===== src/hdl/pm_regs_pkg.sv =====
// Package for the power-management event register set.
// Assumes a single core clock and a byte-wide special-function-register bus.
package pm_regs_pkg;
  localparam logic [7:0] ADDR_WRITE_KEY = 8'hC1;
  localparam logic [7:0] ADDR_ADC_START = 8'hD8;
  localparam logic [7:0] ADDR_EVENT_ENABLE = 8'hEC;
  localparam logic [7:0] ADDR_PERIPHERAL_CONFIG_STATUS_CFG = 8'hF4;
  localparam logic [7:0] ADDR_SWITCHOVER = 8'hF5;
  localparam logic [7:0] ADDR_EVENT_FLAGS = 8'hF8;
  localparam logic [7:0] ADDR_INT_PIN_CFG = 8'hFF;
  localparam logic [7:0] UNLOCK_KEY = 8'hEA;
  // Flag and enable bit positions
  localparam int BIT_SUPPLY_RESTORED = 7;
  localparam int BIT_SUMMARY = 6;
  localparam int BIT_SAG = 5;
  localparam int BIT_RESERVED4 = 4;
  localparam int BIT_DCIN_CONV = 3;
  localparam int BIT_BATTERY = 2;
  localparam int BIT_SWITCHOVER = 1;
  localparam int BIT_DCIN_LOW = 0;
  // Event bits that feed the summary flag
  localparam logic [7:0] EVENT_MASK = 8'hAF;
  // Peripheral configuration fields
  localparam int BIT_RX_WAKE = 7;
  localparam int BIT_SUPPLY_SOURCE = 6;
  localparam int BIT_MAIN_GOOD = 5;
  localparam int BIT_PLL_FAULT = 4;
  localparam int BIT_SLEEP_REF = 3;
  localparam int BIT_PLL_ACK = 0;
  localparam logic [7:0] PERIPHERAL_CONFIG_STATUS_WRITE_MASK = 8'h0B;
  localparam logic [7:0] SWITCHOVER_WRITE_MASK = 8'h03;
  localparam logic [7:0] RESET_ZERO = 8'h00;
  localparam logic [7:0] RESET_INT_PIN_CFG = 8'h00;
  localparam logic [1:0] RX_GPIO = 2'h0;
  localparam logic [1:0] RX_SERIAL = 2'h1;
  localparam logic [1:0] RX_SERIAL_WAKE = 2'h3;
  localparam logic [1:0] SWO_LOW_MAIN = 2'h0;
  localparam logic [1:0] SWO_LOW_MAIN_DCIN = 2'h1;
endpackage


===== src/hdl/in_sync.sv =====
// Two-flop synchroniser bank for asynchronous status and event inputs.
// Assumes inputs arrive from outside the core clock domain.
module in_sync
  import pm_regs_pkg::*;
#(
  parameter int WIDTH = 8
) (
  input wire logic ref_clk, // core clock
  input wire logic reset, // synchronous reset
  input wire logic [WIDTH-1:0] async_in, // raw inputs
  output logic [WIDTH-1:0] sync_out // synchronised levels
);
  logic [WIDTH-1:0] stage1;

  // First stage is read only by the second
  always_ff @(posedge ref_clk) begin
    if (reset) begin
      stage1 <= '0;
      sync_out <= '0;
    end else begin
      stage1 <= async_in;
      sync_out <= stage1;
    end
  end
endmodule


===== src/hdl/edge_detect.sv =====
// Rising-edge pulse generator, one per bit.
// Assumes inputs are already in the core clock domain.
module edge_detect #(
  parameter int WIDTH = 8
) (
  input wire logic ref_clk, // core clock
  input wire logic reset, // synchronous reset
  input wire logic [WIDTH-1:0] level_in, // synchronised levels
  output logic [WIDTH-1:0] rise_pulse // one-cycle rise pulses
);
  logic [WIDTH-1:0] level_prev;

  always_ff @(posedge ref_clk) begin
    if (reset) begin
      level_prev <= '0;
    end else begin
      level_prev <= level_in;
    end
  end

  // Edge per bit
  genvar i;
  generate
    for (i = 0; i < WIDTH; i++) begin : g_edge
      assign rise_pulse[i] = level_in[i] & ~level_prev[i];
    end
  endgenerate
endmodule


===== src/hdl/power_mgmt_event_regs.sv =====
// Power-management event flags, enables, policy and status registers.
// Assumes a byte-wide register bus on the core clock; event inputs are asynchronous.
module power_mgmt_event_regs
  import pm_regs_pkg::*;
(
  input wire logic ref_clk, // core clock, 50 MHz
  input wire logic reset, // synchronous, active high
  input wire logic [7:0] sfr_addr, // register address
  input wire logic [7:0] sfr_wdata, // write data
  input wire logic sfr_wr, // write strobe, one cycle
  input wire logic sfr_rd, // read strobe, one cycle
  output logic [7:0] sfr_rdata, // read data, valid cycle after strobe
  input wire logic main_supply_select, // 1 while internal supply is main
  input wire logic main_supply_good, // main supply ready
  input wire logic sag_event, // sag condition from metering
  input wire logic dcin_change_event, // DC-in changed by threshold
  input wire logic dcin_ready_event, // DC-in measurement ready
  input wire logic battery_low_event, // battery below threshold
  input wire logic battery_ready_event, // battery measurement ready
  input wire logic dcin_low, // DC-in below 1.2 V
  input wire logic pll_lock_lost, // PLL lost lock
  input wire logic rx_wake_event, // receive edge woke deep sleep
  output logic power_event_irq, // power-saving-mode interrupt request
  output logic switchover_on_main_low, // policy: switch on low main
  output logic switchover_on_dcin_low, // policy: switch on low DC-in
  output logic sleep_reference_enable, // keep reference on in deep sleep
  output logic [1:0] receive_pin_function, // receive pin mode
  output logic rx_wake_enable, // edge wake-up armed
  output logic [7:0] interrupt_pin_config // protected config value
);
  // Register map: key C1, ADC start D8 (write only here), enable EC,
  // peripheral F4, switchover F5, flags F8, interrupt pin config FF
  // Writes take effect on the strobe edge; read data is registered on that same edge

  // Sync lane map, lowest first
  // 0 main supply select, inverted
  // 1 main supply good, inverted
  // 2 sag report
  // 3 DC-in change
  // 4 DC-in measurement ready
  // 5 battery low
  // 6 battery measurement ready
  // 7 DC-in low
  // 8 PLL loss of lock
  // 9 receive wake edge
  // Two flops plus the edge stage put a flag three edges after its input rises
  // Inputs must be high at one edge at least or the event may be missed
  localparam int NSYNC = 10;

  // Synchroniser and edge-detector lanes
  logic [NSYNC-1:0] raw_in;
  logic [NSYNC-1:0] sync_lv;
  logic [NSYNC-1:0] rise;
  // Software-visible register state
  logic [7:0] write_key_register;
  logic [7:0] power_event_flags;
  logic [7:0] power_event_enable;
  logic [7:0] switchover_policy;
  logic [7:0] peripheral_config_status_ctrl;
  // Sticky status and supply history
  logic receive_wake_flag;
  logic pll_fault;
  logic supply_prev;

  // Inputs in sync order; the supply-select level is edge-tracked separately
  // Supply levels enter inverted so the cleared synchroniser reads main and good
  // Without that, release from reset would fake a switchover and a restore
  assign raw_in = {rx_wake_event, pll_lock_lost, dcin_low, battery_ready_event,
                   battery_low_event, dcin_ready_event, dcin_change_event,
                   sag_event, ~main_supply_good, ~main_supply_select};

  // Two flops on every asynchronous input
  in_sync #(.WIDTH(NSYNC)) u_sync (
    .ref_clk(ref_clk),
    .reset(reset),
    .async_in(raw_in),
    .sync_out(sync_lv)
  );

  // One-cycle rise pulses from the synchronised levels
  edge_detect #(.WIDTH(NSYNC)) u_edge (
    .ref_clk(ref_clk),
    .reset(reset),
    .level_in(sync_lv),
    .rise_pulse(rise)
  );

  // Supply status back in true polarity; both read 1 straight out of reset
  wire supply_is_main = ~sync_lv[0];
  wire supply_good = ~sync_lv[1];

  // Address decode
  // Unmapped addresses decode to nothing, so writes there are dropped
  wire wr_key = sfr_wr && (sfr_addr == ADDR_WRITE_KEY);
  wire wr_adc = sfr_wr && (sfr_addr == ADDR_ADC_START);
  wire wr_enable = sfr_wr && (sfr_addr == ADDR_EVENT_ENABLE);
  wire wr_peripheral_config_status = sfr_wr && (sfr_addr == ADDR_PERIPHERAL_CONFIG_STATUS_CFG);
  wire wr_policy = sfr_wr && (sfr_addr == ADDR_SWITCHOVER);
  wire wr_flags = sfr_wr && (sfr_addr == ADDR_EVENT_FLAGS);
  // Key is judged in the very cycle of the protected write
  wire unlocked = (write_key_register == UNLOCK_KEY);
  wire wr_intpin = sfr_wr && (sfr_addr == ADDR_INT_PIN_CFG) && unlocked;

  // Supply-source transitions, taken after synchronisation
  // A one-cycle pulse each way; the level itself lives in supply_prev
  wire to_main = supply_is_main & ~supply_prev;
  wire to_battery = ~supply_is_main & supply_prev;

  // Named rise pulses, one per event source
  wire sag_rise = rise[2]; // sag report
  wire dcin_change_rise = rise[3]; // DC-in moved by its threshold
  wire dcin_ready_rise = rise[4]; // DC-in measurement ready
  wire battery_low_rise = rise[5]; // battery below threshold
  wire battery_ready_rise = rise[6]; // battery measurement ready
  wire dcin_low_rise = rise[7]; // DC-in fell below 1.2 V
  wire pll_loss_rise = rise[8]; // PLL lost lock
  wire rx_wake_rise = rise[9]; // receive edge woke deep sleep

  // Event set vector, one bit per flag position
  // Summary and reserved positions are never set from here
  wire [7:0] event_set;
  assign event_set[BIT_SUPPLY_RESTORED] = to_main;
  assign event_set[BIT_SUMMARY] = 1'b0;
  assign event_set[BIT_SAG] = sag_rise;
  assign event_set[BIT_RESERVED4] = 1'b0;
  assign event_set[BIT_DCIN_CONV] = dcin_change_rise | dcin_ready_rise;
  assign event_set[BIT_BATTERY] = battery_low_rise | battery_ready_rise;
  assign event_set[BIT_SWITCHOVER] = to_battery;
  assign event_set[BIT_DCIN_LOW] = dcin_low_rise;

  // Enabled event occurring now sets the summary flag
  // A late enable on an old flag does not set it; only a fresh edge counts
  wire summary_set = |(event_set & power_event_enable & EVENT_MASK);

  // Software write-zero clear; unwritten bits keep their value
  // Writing one keeps a flag, so software can clear bits singly
  wire [7:0] flag_clear = wr_flags ? ~sfr_wdata : RESET_ZERO;
  wire [7:0] set_vec = event_set | {1'b0, summary_set, 6'h00};
  // Set wins over a clear in the same cycle
  wire [7:0] next_flags = (power_event_flags & ~flag_clear) | set_vec;

  // Interrupt level: any flag with matching enable
  // Summary bit stays out of the gate; it only reports
  wire next_irq = |(next_flags & power_event_enable & EVENT_MASK);

  // PLL acknowledge on the ADC start register clears the fault
  // Only the acknowledge bit of that register is used here
  wire pll_ack = wr_adc && sfr_wdata[BIT_PLL_ACK];
  // A new loss of lock in the acknowledge cycle keeps the fault up
  wire next_pll_fault = pll_loss_rise | (pll_fault & ~pll_ack);
  // Receive-wake flag clears on a zero written to its bit; a new edge wins
  wire rx_clear = wr_peripheral_config_status & ~sfr_wdata[BIT_RX_WAKE];
  wire next_rx_flag = rx_wake_rise | (receive_wake_flag & ~rx_clear);

  // Peripheral register read view
  wire [7:0] peripheral_config_status_view = {receive_wake_flag, supply_is_main, supply_good, pll_fault,
                            peripheral_config_status_ctrl[3:0]};

  // Read mux; unmapped addresses read zero
  // Key reads back so software can see whether the lock is open
  logic [7:0] read_mux;
  always_comb begin
    case (sfr_addr)
      ADDR_WRITE_KEY: read_mux = write_key_register;
      ADDR_EVENT_ENABLE: read_mux = power_event_enable;
      ADDR_PERIPHERAL_CONFIG_STATUS_CFG: read_mux = peripheral_config_status_view;
      ADDR_SWITCHOVER: read_mux = switchover_policy;
      ADDR_EVENT_FLAGS: read_mux = power_event_flags;
      ADDR_INT_PIN_CFG: read_mux = interrupt_pin_config;
      default: read_mux = RESET_ZERO;
    endcase
  end

  // Key register: software relocks by writing zero
  // Any value other than the key keeps the pin config shut
  always_ff @(posedge ref_clk) begin
    if (reset) begin
      write_key_register <= RESET_ZERO;
    end else if (wr_key) begin
      write_key_register <= sfr_wdata;
    end
  end

  // Protected pin configuration
  // Only the key-gated strobe loads it, guarding against runaway code
  always_ff @(posedge ref_clk) begin
    if (reset) begin
      interrupt_pin_config <= RESET_INT_PIN_CFG;
    end else if (wr_intpin) begin
      interrupt_pin_config <= sfr_wdata;
    end
  end

  // Enable register; reserved bits 6 and 4 never store
  always_ff @(posedge ref_clk) begin
    if (reset) begin
      power_event_enable <= RESET_ZERO;
    end else if (wr_enable) begin
      power_event_enable <= sfr_wdata & EVENT_MASK;
    end
  end

  // Switchover policy; only the two-bit select stores
  always_ff @(posedge ref_clk) begin
    if (reset) begin
      switchover_policy <= RESET_ZERO;
    end else if (wr_policy) begin
      switchover_policy <= sfr_wdata & SWITCHOVER_WRITE_MASK;
    end
  end

  // Peripheral control bits; status bits come from live logic instead
  always_ff @(posedge ref_clk) begin
    if (reset) begin
      peripheral_config_status_ctrl <= RESET_ZERO;
    end else if (wr_peripheral_config_status) begin
      peripheral_config_status_ctrl <= sfr_wdata & PERIPHERAL_CONFIG_STATUS_WRITE_MASK;
    end
  end

  // Latched event flags; reserved bit 4 forced low
  always_ff @(posedge ref_clk) begin
    if (reset) begin
      power_event_flags <= RESET_ZERO;
    end else begin
      power_event_flags <= next_flags & ~(8'h01 << BIT_RESERVED4);
    end
  end

  // PLL fault holds until the acknowledge bit is written
  always_ff @(posedge ref_clk) begin
    if (reset) begin
      pll_fault <= 1'b0;
    end else begin
      pll_fault <= next_pll_fault;
    end
  end

  // Receive-wake flag
  always_ff @(posedge ref_clk) begin
    if (reset) begin
      receive_wake_flag <= 1'b0;
    end else begin
      receive_wake_flag <= next_rx_flag;
    end
  end

  // Last supply source; reset to main so release makes no edge
  always_ff @(posedge ref_clk) begin
    if (reset) begin
      supply_prev <= 1'b1;
    end else begin
      supply_prev <= supply_is_main;
    end
  end

  // Interrupt output registered from the next flag state
  // Built from next flags so the request rises with the flag itself
  always_ff @(posedge ref_clk) begin
    if (reset) begin
      power_event_irq <= 1'b0;
    end else begin
      power_event_irq <= next_irq;
    end
  end

  // Switch on low main supply unless the upper select bit disables it
  always_ff @(posedge ref_clk) begin
    if (reset) begin
      switchover_on_main_low <= 1'b1;
    end else begin
      switchover_on_main_low <= ~switchover_policy[1];
    end
  end

  // DC-in switchover only for select 01
  always_ff @(posedge ref_clk) begin
    if (reset) begin
      switchover_on_dcin_low <= 1'b0;
    end else begin
      switchover_on_dcin_low <= (switchover_policy[1:0] == SWO_LOW_MAIN_DCIN);
    end
  end

  // Reference kept on in deep sleep; software sets it when the display stays on
  always_ff @(posedge ref_clk) begin
    if (reset) begin
      sleep_reference_enable <= 1'b0;
    end else begin
      sleep_reference_enable <= peripheral_config_status_ctrl[BIT_SLEEP_REF];
    end
  end

  // Receive pin mode straight from the control field
  always_ff @(posedge ref_clk) begin
    if (reset) begin
      receive_pin_function <= RX_GPIO;
    end else begin
      receive_pin_function <= peripheral_config_status_ctrl[1:0];
    end
  end

  // Wake-up armed only for the serial-with-wake code
  always_ff @(posedge ref_clk) begin
    if (reset) begin
      rx_wake_enable <= 1'b0;
    end else begin
      rx_wake_enable <= (peripheral_config_status_ctrl[1:0] == RX_SERIAL_WAKE);
    end
  end

  // Read data registered one cycle after the strobe
  // Holds between strobes, so a late look still sees the last read
  always_ff @(posedge ref_clk) begin
    if (reset) begin
      sfr_rdata <= RESET_ZERO;
    end else if (sfr_rd) begin
      sfr_rdata <= read_mux;
    end
  end
endmodule


===== config.mk =====
export PLATFORM = sky130hd
export DESIGN_NAME = power_mgmt_event_regs
export DESIGN_NICKNAME = d
export VERILOG_FILES = /design/src/hdl/pm_regs_pkg.sv /design/src/hdl/in_sync.sv /design/src/hdl/edge_detect.sv /design/src/hdl/power_mgmt_event_regs.sv
export SDC_FILE = /design/constraint.sdc
export NUM_CORES = 1
export LEC_CHECK = 0
export BUFFER_PORTS_ARGS = -buffer_cell sky130_fd_sc_hd__buf_2
export CORE_ASPECT_RATIO = 0.9
export CORE_UTILIZATION = 54
export DETAILED_ROUTE_END_ITERATION = 12
export PLACE_DENSITY = 0.76
export SKIP_CTS_REPAIR_TIMING = 1
export SYNTH_ARGS = -nofsm -noshare
export SYNTH_HDL_FRONTEND = slang
export SYNTH_SLANG_ARGS = --single-unit

===== constraint.sdc =====
create_clock -name ref_clk -period 5.5 [get_ports ref_clk]
set_input_delay 0 -clock ref_clk [delete_from_list [all_inputs] [get_ports ref_clk]]
set_output_delay 0 -clock ref_clk [all_outputs]
set_load 0.03 [all_outputs]

==> key figures <==
Drt
  • DR vias: ~2.6k
  • Vias per cell: 5.581
  • Routed WL per cell: around 15 um
  • Drt first pass iters: 5
  • DRT iter0 DRCs: about 230
  • Detail Route Antenna Nets: 0
  • Total Wirelength: 6999 um
  • DRC Markers: 0

Power
  • Logic pwr share: 0.064
  • PwrDens: 294.2 mW/mm^2
  • Psw: 0.0002449 W
  • Total power: 0.001089 W
  • Clock network fraction of design power: 0.388
  • Sw frac: 0.2249
  • Internal: about 0.00084 W
  • Worst vdd ir: ~240 uV
  • Sequential share of power: 0.548
  • LEAKAGE: between 1.5 and 2 nW

Final layout
  • Most common cell after layout, fill and taps aside: dfxtp_1
  • Filler cells: approximately 420
  • Share of cells above drive strength 1: 0.1904
  • Synth-to-Final Area Change: 23.76%
  • Commonest cells after routing, fill and taps aside: dfxtp_1 (80), buf_2 (52), nand2_1 (32), nor2_1 (29), nor2b_1 (28)
  • # diodes: 0
  • Nets: 419
  • Post-route cell area: roughly 0.0037 sq mm

Die
  • Die ar.: ~0.0058 sq mm
  • Initial core utilization: 0.5659
  • Row count: 25
  • Die Y: 72.61 um
  • Core Area: around 0.0053 sq mm
  • IO Count: 53
  • DIE WIDTH: between 80 and 90 um

Yosys
  • Syn Inst Count: around 320
  • Simple-Gate Fraction of Synth Area: 0.2392
  • Post-synth cell types: 42
  • Post-Synth XOR/XNOR Area: 0
  • Compound-Gate Fraction of Synth Area: 0.1439
  • Post-Syn Area: 0.002992 sq mm
  • FF+latch count, synth: 80
  • Syn Nets: 347
  • Mux contribution to synthesized area: 0.05353
  • Main combinational cell family by area after synthesis: simple AND/OR/NAND/NOR gates
  • Syn avg cell area: ~9.4 sq um
  • Post-synthesis adder-cell area fraction: 0
  • Yosys warns: 0
  • Sequential share of the synthesized area: 0.5353

Clocking
  • CTS Buffer Depth: 2
  • Clock sink count: 80
  • TritonCTS Buffers: 9
  • Root Driver: clkbuf_8
  • H-tree level count: 3
  • Clk slew on worst S/H paths: ~0.080 ns
  • CTS tree: yes
  • Clk Latency, worst-skew pair: between 0.3 and 0.4 ns

Global routing
  • GR Util All Layers: 0.2524
  • Gr ovfl total: 0
  • First-pass GRT wire length: 11000 um
  • Vias in the first global route: 2333
  • Largest net degree at the start of global routing: 70
  • Initial antenna violation count: 0

Critical path
  • Setup crit end kind: register
  • CP startpoint kind: primary input
  • Max Fanout on Critical Path: 10
  • CP required: roughly 5.7 ns
  • Crit Path Category: primary input to register
  • Critical Path AT: about 2.2 ns

STA
  • Setup TNS: 0 ns
  • Worst Clk Skew: slightly above 0.008 ns
  • Period utilisation layout: 0.3626
  • Fin crit period: roughly 2 ns
  • Slew HR: 0.4048
  • RSZ-0062 raised after global routing: no
  • Final WS setup: 3.506 ns
  • Top achievable clock speed: between 0.5 and 0.6 GHz
  • Slew Viols, Final: 0
  • Final hold viol count: 0
  • Worst Tran Pin Value: roughly 0.88 ns
  • Endpoints failing setup: 0

Run
  • Max-Cap Viols: 0

Place
  • Port bufs: 52
  • Hpwl dp: roughly 4600 um
  • DP Worst Slack: between 3 and 4 ns
  • GP Congestion: 0.8789
  • Cell Area, Placed: 0.003314 sq mm

Min path
  • HP Class: primary input to register

Run status
  • Status: complete, no violations
cells in the mapped netlist:
cell type | instances | share of area
or4b_1 | 1 | 0.0033
a21o_1 | 1 | 0.0025
a32oi_1 | 2 | 0.0059
nand3_1 | 13 | 0.022
a221oi_1 | 1 | 0.0029
o21a_1 | 4 | 0.010
nand2_1 | 32 | 0.040
clkbuf_1 | 10 | 0.013
or3b_2 | 1 | 0.0029
a22oi_1 | 12 | 0.030
nor2b_1 | 28 | 0.059
and3_1 | 4 | 0.0084
nor4_4 | 1 | 0.0071
and2_1 | 4 | 0.0084
nor4_1 | 2 | 0.0042
nand2b_1 | 7 | 0.015
a41oi_1 | 2 | 0.0059
buf_1 | 2 | 0.0025
buf_2 | 1 | 0.0017
or3_1 | 1 | 0.0021
a211oi_1 | 1 | 0.0025
nor3_1 | 2 | 0.0033
mux2i_1 | 16 | 0.054
a22o_1 | 1 | 0.0029
or4b_2 | 1 | 0.0033
a311oi_1 | 3 | 0.0088
nand4_1 | 5 | 0.010
a21oi_1 | 16 | 0.027
a222oi_1 | 2 | 0.0067
dfxtp_1 | 80 | 0.54
or3b_1 | 1 | 0.0029
nor3b_1 | 1 | 0.0025
o21ai_0 | 9 | 0.015
o41ai_1 | 4 | 0.012
nand3b_1 | 1 | 0.0025
a21boi_0 | 2 | 0.0050
nor2_1 | 29 | 0.036
or2b_1 | 1 | 0.0025
o22ai_1 | 2 | 0.0042
inv_1 | 9 | 0.011
o311ai_0 | 1 | 0.0029
or3_4 | 1 | 0.0038
path summary, 6_finish.rpt:
path,from,to,slack [ns],depth (start not counted)
worst max-delay path,sfr_addr[5],interrupt_pin_config[6],3.51,6
worst min-delay path,sfr_addr[5],pll_fault,0.03,3
worst max register to register,write_key_register[5],interrupt_pin_config[6],3.73,5
worst min register to register,switchover_policy[1],switchover_on_main_low,0.43,1
registers in the layout (all words and copies together), names as in the netlist, 2 cells and up:
name,count
interrupt_pin_config,8
peripheral_config_status_ctrl,3
power_event_enable,6
power_event_flags,7
receive_pin_function,2
sfr_rdata,8
switchover_policy,2
u_edge.level_prev,8
u_sync.stage1,10
u_sync.sync_out,10
write_key_register,8
worst max-delay path: stages:
cell     delay, ns
buf_2         0.13
nand4_1       0.36
nor2_1        0.62
nand4_1       0.68
mux2i_1       0.33
nor2_1        0.07
metrics by stage:
step | instances | hold slack (ns) | utilization
finish | 461 | 0.02841 | 0.7004
global route | 461 | 0.05916 | 0.7004
CTS | 442 | -0.2164 | 0.6644
detailed placement | 426 | 0.1595 | 0.6270
global placement | 426 | 0.1554 | 0.6270
floorplan | 317 | 0.07238 | -
power groups by stage:
stage	clock (W)	sequential [W]	combinational (W)
finish	0.000423	0.000597	0.0000693
global route	0.000458	0.000598	0.0000758
CTS	0.000432	0.000597	0.0000585
detailed placement	0	0.000610	0.0000581
global placement	0	0.000610	0.0000571
floorplan	0	0.000611	0.0000312
routing by layer:
metal,up-vias,part of all wire,routed length (um),GRT usage
met4,0,0.014,96,0.08730
met3,13,0.066,462,0.08875
met2,103,0.47,3280,0.4011
met5,-,0,0,0
li1,1258,-,-,-
met1,1199,0.45,3159,0.3190
cell type report:
class / count / area [sq um] / area share
clock inverter: 5 / 56.30 / 0.01521
sequential: 80 / 1602 / 0.4326
inverter: 9 / 33.78 / 0.009125
clock buffer: 11 / 141.4 / 0.03819
tap: 67 / 83.83 / 0.02264
multi-input combinational: 215 / 1313 / 0.3545
timing repair buffer: 74 / 473.0 / 0.1277
kinds of logic (layout without fill, tap and decap cells):
kind of cell,after synthesis,in the layout
buffers and inverters,22,99
flip-flops,80,80
multiplexers,16,16
AND/OR/NAND/NOR,136,136
AO/OA/AOI/OAI,63,63
(Power assumes the default switching activity.)
